<file path="src/common/gdcfg_pkg.sv">
// gdcfg_pkg: offsets, field positions, reset values and timing constants
// of the gate driver configuration register bank.
// assumes a 32-bit AHB-Lite bus with byte addresses.
package gdcfg_pkg;
	// printed offsets are not all multiples of four: they are word indices
	localparam logic [7:0] GDCFG_IDX_ONE = 8'hac;
	localparam logic [7:0] GDCFG_IDX_TWO = 8'hae;
	localparam logic [9:0] GDCFG_ADDR_ONE = {GDCFG_IDX_ONE, 2'b00};
	localparam logic [9:0] GDCFG_ADDR_TWO = {GDCFG_IDX_TWO, 2'b00};
	localparam int GDCFG_ADDR_W = 10;

	localparam logic [31:0] GDCFG_RESET_ONE = 32'h00228000;
	localparam logic [31:0] GDCFG_RESET_TWO = 32'h01200000;

	// register one fields
	localparam int GDCFG_PARITY = 31;
	localparam int GDCFG_SLEW_HI = 27;
	localparam int GDCFG_SLEW_LO = 26;
	localparam int GDCFG_CLEAR = 23;
	localparam int GDCFG_OVERVOLTAGE_LEVEL_SELECT = 19;
	localparam int GDCFG_OVP_ON = 18;
	localparam int GDCFG_OVERTEMP_WARNING_REPORT = 16;
	localparam int GDCFG_DEG_HI = 13;
	localparam int GDCFG_DEG_LO = 12;
	localparam int GDCFG_RETRY = 11;
	localparam int GDCFG_OC_LVL = 10;
	localparam int GDCFG_MODE_HI = 9;
	localparam int GDCFG_MODE_LO = 8;
	localparam int GDCFG_BEMF = 7;
	localparam int GDCFG_DEMAG_LS = 5;
	localparam int GDCFG_DEMAG_HS = 4;
	localparam int GDCFG_SYNC_REC = 3;
	localparam int GDCFG_ASYNC_REC = 2;
	localparam int GDCFG_GAIN_HI = 1;
	localparam int GDCFG_GAIN_LO = 0;
	// register two fields
	localparam int GDCFG_DCOMP_ON = 30;
	localparam int GDCFG_TDLY_HI = 29;
	localparam int GDCFG_TDLY_LO = 26;
	localparam int GDCFG_BUCK_SEQ_OFF = 24;
	localparam int GDCFG_BUCK_CURRENT_LIMIT = 23;

	typedef enum logic [1:0] {
		GDCFG_OC_LATCH = 2'h0,
		GDCFG_OC_RETRY = 2'h1,
		GDCFG_OC_REPORT = 2'h2,
		GDCFG_OC_IGNORE = 2'h3
	} gdcfg_ocmode_e;

	// timing at 250 MHz
	localparam int GDCFG_CLK_MHZ = 250;
	localparam int GDCFG_NS_PER_US = 1000;
	localparam int GDCFG_DEG_NS [4] = '{200, 600, 1200, 1600};
	localparam int GDCFG_RETRY_SHORT_MS = 5;
	localparam int GDCFG_RETRY_LONG_MS = 500;
	localparam int GDCFG_RETRY_SHORT_CYC = GDCFG_RETRY_SHORT_MS * GDCFG_CLK_MHZ * 1000;
	localparam int GDCFG_RETRY_LONG_CYC = GDCFG_RETRY_LONG_MS * GDCFG_CLK_MHZ * 1000;
	localparam int GDCFG_CNT_W = 27;
endpackage

</file>
<file path="src/rtl/gdcfg_regs.sv">
// gdcfg_regs: two gate driver configuration registers on AHB-Lite, plus
// the overcurrent filter, fault mode, retry timer and fault latch they steer.
// assumes the comparator and warning inputs arrive asynchronously from pins.
// assumes one 250 MHz clock; every timing count is in its cycles.
// assumes a zero-wait slave is acceptable: hreadyout is tied high.
// assumes word transfers only; hsize is not decoded.
// limitation: a read in a write's data phase returns the old value.
// bus timing
// address phase taken when hsel, hready and htrans[1] meet at an edge
// no wait states; hreadyout stays high and hresp stays okay
// write data lands at the edge that ends its data phase
// read data is captured at the address edge and stands till the next read
// unmapped reads return zero, unmapped writes are dropped
// only the low address bits are decoded, so the bank repeats upward
//
// register one
// clear bit is a command, never stored, always reads zero
// a one-cycle clear pulse rises at the same edge that stores the write
// parity and reserved bits are stored exactly as written
// none of them reaches any output; parity is never checked
//
// register two
// plain storage; buck sequencing comes out of reset disabled
// the target delay code goes out as-is, its time scale is downstream
//
// overcurrent path
// pin, two synchroniser stages, deglitch counter, then an event
// filter times come out as whole cycles at this clock
// any low sample restarts the filter count
// event sets the fault latch next edge, unless the mode ignores it
// latch reaches drive off and the fault pin one edge later
//
// fault modes
// latched: held until a clear command, drive off
// retrying: held until the retry wait runs out, drive off
// reporting: held until a clear, pin shows it, drive stays on
// ignored: latch forced low, nothing shown, nothing acted on
// a new event beats a clear landing in the same cycle
//
// retry wait
// counts only once the overcurrent has gone
// 5 ms or 500 ms by default, both overridable for short runs
// a persisting overcurrent keeps a retrying fault held
//
// fault pin
// active low, registered, so it never glitches
// shows any held fault except in the ignored mode
// warning level passes straight through while reporting is on
// the warning is not latched; it follows the synchronised pin
//
// limitations
// the deglitch counter shares its width with the retry counter,
// trading a few idle flops for one counter width
// a mode change takes effect on the next edge, mid-fault too
// a read in a write's data phase sees the old value
//
// Design decision made here: the AHB-Lite slave port.
`timescale 1ns/10ps
module gdcfg_regs
	import gdcfg_pkg::*;
#(
	parameter int retry_short_cyc = GDCFG_RETRY_SHORT_CYC,
	parameter int retry_long_cyc = GDCFG_RETRY_LONG_CYC
)
(
	input wire logic hclk,
	input wire logic hresetn,
	input wire logic hsel,
	input wire logic [31:0] haddr,
	input wire logic [1:0] htrans,
	input wire logic hwrite,
	input wire logic [2:0] hsize,
	input wire logic [31:0] hwdata,
	input wire logic hready,
	output logic [31:0] hrdata,
	output logic hreadyout,
	output logic hresp,
	input wire logic overcurrent_raw,
	input wire logic overtemp_warning_raw,
	output logic [1:0] slew_rate_code,
	output logic overvoltage_level_select,
	output logic overvoltage_protect_on,
	output logic overcurrent_trip_level,
	output logic back_emf_comparator_level,
	output logic demag_low_side_threshold,
	output logic demag_high_side_threshold,
	output logic sync_rectify_on,
	output logic async_rectify_on,
	output logic [1:0] current_sense_gain,
	output logic delay_comp_on,
	output logic [3:0] target_delay_code,
	output logic buck_sequencing_off,
	output logic buck_current_limit,
	output logic fault_clear_pulse,
	output logic overcurrent_fault,
	output logic drive_disable,
	output logic fault_indication_out_n
);
	// register storage and bus state
	logic [31:0] cfg_one_reg;
	logic [31:0] cfg_two_reg;
	logic wr_pend_reg;
	logic [GDCFG_ADDR_W-1:0] wr_addr_reg;
	logic [31:0] rd_data_reg;
	logic clear_reg;
	// pin synchronisers and overcurrent path state
	logic [1:0] oc_sync_reg;
	logic [1:0] otw_sync_reg;
	logic [GDCFG_CNT_W-1:0] deg_cnt_reg;
	logic oc_seen_reg;
	logic [GDCFG_CNT_W-1:0] retry_cnt_reg;
	logic oc_latch_reg;
	logic drive_off_reg;
	logic fault_n_reg;
	// bus decode
	logic addr_phase;
	logic [GDCFG_ADDR_W-1:0] a_addr;
	logic [GDCFG_CNT_W-1:0] deg_limit;
	logic [GDCFG_CNT_W-1:0] retry_limit;
	gdcfg_ocmode_e oc_mode;
	// decoded strobes and mode flags
	logic wr_one_hit;
	logic wr_two_hit;
	logic rd_req;
	logic [1:0] deg_code;
	logic mode_latching;
	logic mode_retrying;
	logic mode_reporting;
	logic mode_silent;
	logic fault_event;
	logic retry_done;
	logic otw_shown;
	logic fault_shown;

	// single-cycle slave, always OKAY
	assign hreadyout = 1'b1;
	assign hresp = 1'b0;
	assign hrdata = rd_data_reg;
	assign addr_phase = hsel && hready && htrans[1];
	assign a_addr = haddr[GDCFG_ADDR_W-1:0];
	assign rd_req = addr_phase && !hwrite;

	// data-phase write strobes, one per register
	// upper address bits are not decoded, so the bank aliases
	assign wr_one_hit = wr_pend_reg && wr_addr_reg == GDCFG_ADDR_ONE;
	assign wr_two_hit = wr_pend_reg && wr_addr_reg == GDCFG_ADDR_TWO;

	// capture write address phase
	// hwdata only arrives one cycle later, so the
	// address is held here until the data phase edge
	always_ff @(posedge hclk or negedge hresetn)
		if (!hresetn)
		begin
			wr_pend_reg <= 1'b0;
			wr_addr_reg <= '0;
		end
		else
		begin
			wr_pend_reg <= addr_phase && hwrite;
			wr_addr_reg <= a_addr;
		end

	// register one; the clear bit never stores, so it reads back zero
	// parity and reserved bits are kept as written but drive nothing
	always_ff @(posedge hclk or negedge hresetn)
		if (!hresetn)
			cfg_one_reg <= GDCFG_RESET_ONE;
		else if (wr_one_hit)
		begin
			cfg_one_reg <= hwdata;
			cfg_one_reg[GDCFG_CLEAR] <= 1'b0;
		end

	// register two, plain storage
	// reserved and parity bits stored only, buck bit out of reset high
	always_ff @(posedge hclk or negedge hresetn)
		if (!hresetn)
			cfg_two_reg <= GDCFG_RESET_TWO;
		else if (wr_two_hit)
			cfg_two_reg <= hwdata;

	// clear command pulse from a write of one
	// one cycle wide, so a held bit cannot keep clearing;
	// writing zero to the bit issues no command
	always_ff @(posedge hclk or negedge hresetn)
		if (!hresetn)
			clear_reg <= 1'b0;
		else
			clear_reg <= wr_one_hit && hwdata[GDCFG_CLEAR];
	assign fault_clear_pulse = clear_reg;

	// read data registered in the data phase; unmapped reads zero
	// captured at the address edge, so hrdata stands through the
	// whole data phase and until the next read is taken
	always_ff @(posedge hclk or negedge hresetn)
		if (!hresetn)
			rd_data_reg <= '0;
		else if (rd_req)
		begin
			case (a_addr)
				GDCFG_ADDR_ONE:
					rd_data_reg <= cfg_one_reg;
				GDCFG_ADDR_TWO:
					rd_data_reg <= cfg_two_reg;
				default:
					rd_data_reg <= '0;
			endcase
		end

	// configuration outputs straight from the registers
	// no extra stage: the fields are flops already
	// register one, driver shaping and supply protection
	assign slew_rate_code = cfg_one_reg[GDCFG_SLEW_HI:GDCFG_SLEW_LO];
	assign overvoltage_level_select = cfg_one_reg[GDCFG_OVERVOLTAGE_LEVEL_SELECT];
	assign overvoltage_protect_on = cfg_one_reg[GDCFG_OVP_ON];

	// register one, overcurrent level and comparators
	assign overcurrent_trip_level = cfg_one_reg[GDCFG_OC_LVL];
	assign back_emf_comparator_level = cfg_one_reg[GDCFG_BEMF];
	assign demag_low_side_threshold = cfg_one_reg[GDCFG_DEMAG_LS];
	assign demag_high_side_threshold = cfg_one_reg[GDCFG_DEMAG_HS];

	// register one, rectification and sensing
	assign sync_rectify_on = cfg_one_reg[GDCFG_SYNC_REC];
	assign async_rectify_on = cfg_one_reg[GDCFG_ASYNC_REC];
	assign current_sense_gain = cfg_one_reg[GDCFG_GAIN_HI:GDCFG_GAIN_LO];

	// register two, delay compensation and buck
	assign delay_comp_on = cfg_two_reg[GDCFG_DCOMP_ON];
	assign target_delay_code = cfg_two_reg[GDCFG_TDLY_HI:GDCFG_TDLY_LO];
	assign buck_sequencing_off = cfg_two_reg[GDCFG_BUCK_SEQ_OFF];
	assign buck_current_limit = cfg_two_reg[GDCFG_BUCK_CURRENT_LIMIT];
	// fault mode field
	assign oc_mode = gdcfg_ocmode_e'(cfg_one_reg[GDCFG_MODE_HI:GDCFG_MODE_LO]);

	// fault mode decode; all four codes are legal, so no default
	always_comb
	begin
		mode_latching = 1'b0;
		mode_retrying = 1'b0;
		mode_reporting = 1'b0;
		mode_silent = 1'b0;
		unique case (oc_mode)
			GDCFG_OC_LATCH:
				mode_latching = 1'b1;
			GDCFG_OC_RETRY:
				mode_retrying = 1'b1;
			GDCFG_OC_REPORT:
				mode_reporting = 1'b1;
			GDCFG_OC_IGNORE:
				mode_silent = 1'b1;
		endcase
	end

	// pin synchronisers; first stage read only by the second
	// the pins change at any time; the two stages bound
	// metastability before the filter sees a level
	always_ff @(posedge hclk or negedge hresetn)
		if (!hresetn)
		begin
			oc_sync_reg <= '0;
			otw_sync_reg <= '0;
		end
		else
		begin
			oc_sync_reg <= {oc_sync_reg[0], overcurrent_raw};
			otw_sync_reg <= {otw_sync_reg[0], overtemp_warning_raw};
		end

	// filter length; least time so round up
	// this clock gives whole cycles, rounding only guards other clocks
	assign deg_code = cfg_one_reg[GDCFG_DEG_HI:GDCFG_DEG_LO];
	always_comb
	begin
		deg_limit = GDCFG_CNT_W'((GDCFG_DEG_NS[deg_code] * GDCFG_CLK_MHZ
			+ GDCFG_NS_PER_US - 1) / GDCFG_NS_PER_US);
		retry_limit = cfg_one_reg[GDCFG_RETRY] ? GDCFG_CNT_W'(retry_long_cyc)
			: GDCFG_CNT_W'(retry_short_cyc);
	end

	// deglitch: overcurrent must hold for the whole filter time
	// any low sample restarts the count, so a chain of short
	// spikes never adds up to a trip
	always_ff @(posedge hclk or negedge hresetn)
		if (!hresetn)
		begin
			deg_cnt_reg <= '0;
			oc_seen_reg <= 1'b0;
		end
		else if (!oc_sync_reg[1])
		begin
			deg_cnt_reg <= '0;
			oc_seen_reg <= 1'b0;
		end
		else if (deg_cnt_reg + 1'b1 >= deg_limit)
			oc_seen_reg <= 1'b1;
		else
			deg_cnt_reg <= deg_cnt_reg + 1'b1;

	// overcurrent event as the chosen mode sees it
	assign fault_event = oc_seen_reg && !mode_silent;
	// retry wait is over once the counter reaches the limit
	assign retry_done = mode_retrying && retry_cnt_reg >= retry_limit;

	// fault latch; a new event beats a same-cycle clear
	// otherwise a clear landing with a fresh trip would lose it
	always_ff @(posedge hclk or negedge hresetn)
		if (!hresetn)
			oc_latch_reg <= 1'b0;
		else if (fault_event)
			oc_latch_reg <= 1'b1;
		else if (clear_reg)
			oc_latch_reg <= 1'b0;
		else if (retry_done)
			oc_latch_reg <= 1'b0;
		else if (mode_silent)
			oc_latch_reg <= 1'b0;

	// retry wait counts only while a retrying fault is held
	// it starts only once the overcurrent has gone, so a
	// persisting fault keeps the outputs off indefinitely
	always_ff @(posedge hclk or negedge hresetn)
		if (!hresetn)
			retry_cnt_reg <= '0;
		else if (oc_latch_reg && mode_retrying && !oc_seen_reg)
			retry_cnt_reg <= retry_cnt_reg + 1'b1;
		else
			retry_cnt_reg <= '0;
	assign overcurrent_fault = oc_latch_reg;

	// drive off only in latched and retry modes
	// report mode keeps the bridge running by design
	always_ff @(posedge hclk or negedge hresetn)
		if (!hresetn)
			drive_off_reg <= 1'b0;
		else
			drive_off_reg <= oc_latch_reg && (mode_latching || mode_retrying);
	assign drive_disable = drive_off_reg;

	// what the fault pin shows: a held fault in any reporting mode,
	// and the warning level only while its report bit is set
	assign fault_shown = oc_latch_reg && (mode_latching || mode_retrying || mode_reporting);
	assign otw_shown = otw_sync_reg[1] && cfg_one_reg[GDCFG_OVERTEMP_WARNING_REPORT];

	// active-low fault pin; warning is not latched, it follows the pin
	always_ff @(posedge hclk or negedge hresetn)
		if (!hresetn)
			fault_n_reg <= 1'b1;
		else
			fault_n_reg <= !(fault_shown || otw_shown);
	assign fault_indication_out_n = fault_n_reg;
endmodule

</file>
<file path="config.mk">
export PLATFORM = sky130hd
export DESIGN_NAME = gdcfg_regs
export DESIGN_NICKNAME = d
export VERILOG_FILES = /design/src/common/gdcfg_pkg.sv /design/src/rtl/gdcfg_regs.sv
export SDC_FILE = /design/constraint.sdc
export NUM_CORES = 1
export LEC_CHECK = 0
export BUFFER_PORTS_ARGS = -buffer_cell sky130_fd_sc_hd__buf_2
export CAP_MARGIN = 20
export CORE_ASPECT_RATIO = 1.5
export CORE_MARGIN = 3
export CORE_UTILIZATION = 50
export DETAILED_ROUTE_END_ITERATION = 16
export MAX_ROUTING_LAYER = met4
export PLACE_DENSITY = 0.7
export SYNTH_ARGS = -nofsm -noshare
export SYNTH_HDL_FRONTEND = slang
export SYNTH_SLANG_ARGS = --single-unit
</file>
<file path="constraint.sdc">
create_clock -name hclk -period 14.9 [get_ports hclk]
set_clock_uncertainty 0.2 [all_clocks]
set_input_delay 4.47 -clock hclk [delete_from_list [all_inputs] [get_ports hclk]]
set_output_delay 4.47 -clock hclk [all_outputs]
set_load 0.05 [all_outputs]
</file>
==> impl_metrics.csv <==
group,metric,value,unit
route,firstDrtPassIters,5,
yosys,synthXorXnorAreaFrac,5.84,%
setup_path,crit_path_start_kind,"register",
yosys,synth_compound_area_share,20.0,%
clock_network,cts_buffers,17,
yosys,synth_edf_count,0,
place,pre_cts_ws,1.57,ns
yosys,syn_area_per_cell,9.17,µm²
place,placed_cell_area,0.0129,mm²
finish,finalCoreUtilization,56.8,%
setup_path,cpMostUsedCell,"ha_1",
pwr,max-vdd-ir-drop,0.105,mV
route,wire_per_inst,18.8,µm
route,wirelength,32700,µm
global_routing,grt_usage,25.7,%
clock_network,htreeDepth,4,
clock_network,clockBufferDepth,2,
route,vias_per_cell,6.16,
timing,slew_viol_final,0,
yosys,synthArstFlopShare,100,%
die,dieArea,0.0264,mm²
timing,setup_violations,0,
route,num_vias,10711,
hold_path,hold_start,"otw_sync_reg[0]",
global_routing,grt_pass1_vias,11114,
timing,slew_headroom,28.4,%
yosys,ys.warnings.count,0,
timing,fmax,74.0,MHz
place,place.gp.congestion,0.982,
setup_path,crit_arrival,13.62,ns
timing,layout_setup_ws,1.39,ns
setup_path,max_stage_delay,0.75,ns
global_routing,grt_max_degree,91,
place,place_inst,1704,
clock_network,cts_tree,"yes",
setup_path,endpoint_kind,"register",
route,drt-initial-drc-count,867,
setup_path,required,15.01,ns
die,die_w,134,µm
setup_path,cp_max_fo,18,
yosys,ys.flop_type,"dfrtp_1",
clock_network,clkSlewWorstSetupHoldPaths,0.06,ns
hold_path,min_path_cells,0,
yosys,ys_types,111,
place,hpwl,24000,µm
timing,finalCriticalPeriod,13.51,ns
clock_network,cts_sinks,169,
setup_path,rr_startpoint,"cfg_one_reg[13]",
global_routing,grt_remaining_overflow,0,
clock_network,cts_hold_buf,0,
yosys,synthSimpleGateAreaFrac,21.3,%
place,port_buffers,104,
pwr,power.leakage,6.07,nW
finish,syn_to_final_growth,11.1,%
yosys,synthesis.area,0.0122,mm²
yosys,synth_top_family_by_area,"simple AND/OR/NAND/NOR gates",
timing,tns,0,ns
global_routing,grt_pass1_wl,54000,µm
finish,final_cell_mix,"163 x dfrtp_1, 124 x nand2_1, 103 x buf_2",
timing,hold_violations,0,
route,final_antenna_net_count,0,
clock_network,clockRootBuffer,"clkbuf_16",
die,rows,69,
route,drcViolationCount,0,
flow_run,drv_cap,0,
setup_path,critPathSlowestCell,"ha_1",
status,status,"finished, final reports clean",
yosys,netlist_instances,1332,
setup_path,reg2reg_depth,40,
timing,rsz0062_at_grt,"no",
global_routing,grt_antenna_before_repair,1,
yosys,yosys_register_bits,169,
timing,worst_pin_slew,1.07,ns
die,start_util,51.1,%
finish,postLayoutCellArea,0.0136,mm²
die,core-area,0.0239,mm²
setup_path,crit_type,"reg -> reg",
setup_path,cp-startpoint,"cfg_one_reg[13]",
die,die_h,197,µm
yosys,seq_area_frac_synth,34.7,%
finish,drive_gt1_share,20.9,%
finish,nets,1529,
yosys,synth.area.mux_share,9.50,%
yosys,synth_fa_ha_area_share,4.81,%
clock_network,cts_setup_buffers,0,
finish,final_common_cell,"dfrtp_1",
clock_network,worstSkewPairLatency,0.42,ns
hold_path,worstHoldPathType,"reg -> reg",
timing,fin_crit_sh,90.7,%
die,ios,133,
finish,final_cells,1739,
clock_network,post_cts_resized,0,
pwr,powerDensity,72.6,mW/mm²
## Yosys cell counts, types with 12 or more instances
master	instances	share of area, %
and3_1	40	2.0
o21ai_0	78	3.2
nor4_1	13	0.67
nor2_1	97	3.0
mux2_2	64	5.9
nand4_1	24	1.2
dfrtp_1	163	33
a31oi_1	14	0.72
a21o_1	12	0.74
nor3_1	35	1.4
mux2i_1	44	3.6
a21oi_1	46	1.9
nand2_1	124	3.8
inv_1	34	1.0
or3_1	12	0.61
and2_1	21	1.1
xnor2_1	41	2.9
xor2_1	33	2.4
clkbuf_1	34	1.0
ha_1	47	4.8
nand3_1	54	2.2
o211ai_1	21	1.3
## where the power goes
part / switching, mW / leakage, nW / total, mW / internal [mW]
Combinational: 0.0499 / 3.57 / 0.0798 / 0.0300
Clock: 0.181 / 0.281 / 0.434 / 0.253
Sequential: 0.00495 / 2.22 / 0.471 / 0.467
Total: 0.236 / 6.07 / 0.985 / 0.750
## layout make-up
type	instances	area, µm²
inverters	40	150
flip-flops and latches	169	4240
diodes	1	2.50
fillers	2195	10300
clock buffers	20	447
multi-input cells	1057	7520
well taps	319	399
clock inverters	12	141
repair buffers	121	682
## worst paths after layout
check / end / slack, ns
min: otw_sync_reg[1] / 0.16
max: deg_cnt_reg[10] / 1.39
min reg2reg: otw_sync_reg[1] / 0.16
max reg2reg: deg_cnt_reg[10] / 1.39
min in group asynchronous: cfg_one_reg[29] / 3.89
max in group asynchronous: retry_cnt_reg[23] / 9.08
## worst max-delay path: cells and delay by family (launching register included)
| family | cells | cell delay (ns) |
|---|---|---|
| xor gates and xnor gates | 2 | 0.33 |
| and+or+nand+nor | 15 | 4.01 |
| buffers and inverters | 2 | 0.69 |
| muxes | 1 | 0.43 |
| DFF | 1 | 0.62 |
| adders and majority gates | 4 | 1.62 |
| AOI/OAI and AO/OA | 16 | 5.50 |
## cell families (layout without fill, tap and decap cells)
kind of cell	after synthesis	in the layout
adder cells (fa/ha/maj)	47	47
buffers and inverters	107	193
AND/OR/NAND/NOR	497	497
AO/OA/AOI/OAI	324	324
flip-flops	169	169
other	2	4
multiplexers	108	108
XOR/XNOR	78	78
## per-layer routing
metal  GRT usage, %  wire, µm  vias up  part of all wire [%]
li1               -         -     5074                     -
met1           26.7     12200     5158                    37
met2           45.8     17100      356                    52
met3           4.31      1700      123                   5.2
met4           14.3      1700        0                   5.2
met5              -         0        -                     0
## per-stage QoR
step / power [mW] / hold slack, ns
after floorplan: 0.531 / 0.131
after global placement: 0.558 / 0.132
after detailed placement: 0.560 / 0.143
after CTS: 0.998 / 0.158
after global routing: 1.03 / 0.161
final: 0.985 / 0.157
No activity file was read; power rests on OpenSTA's default activity.
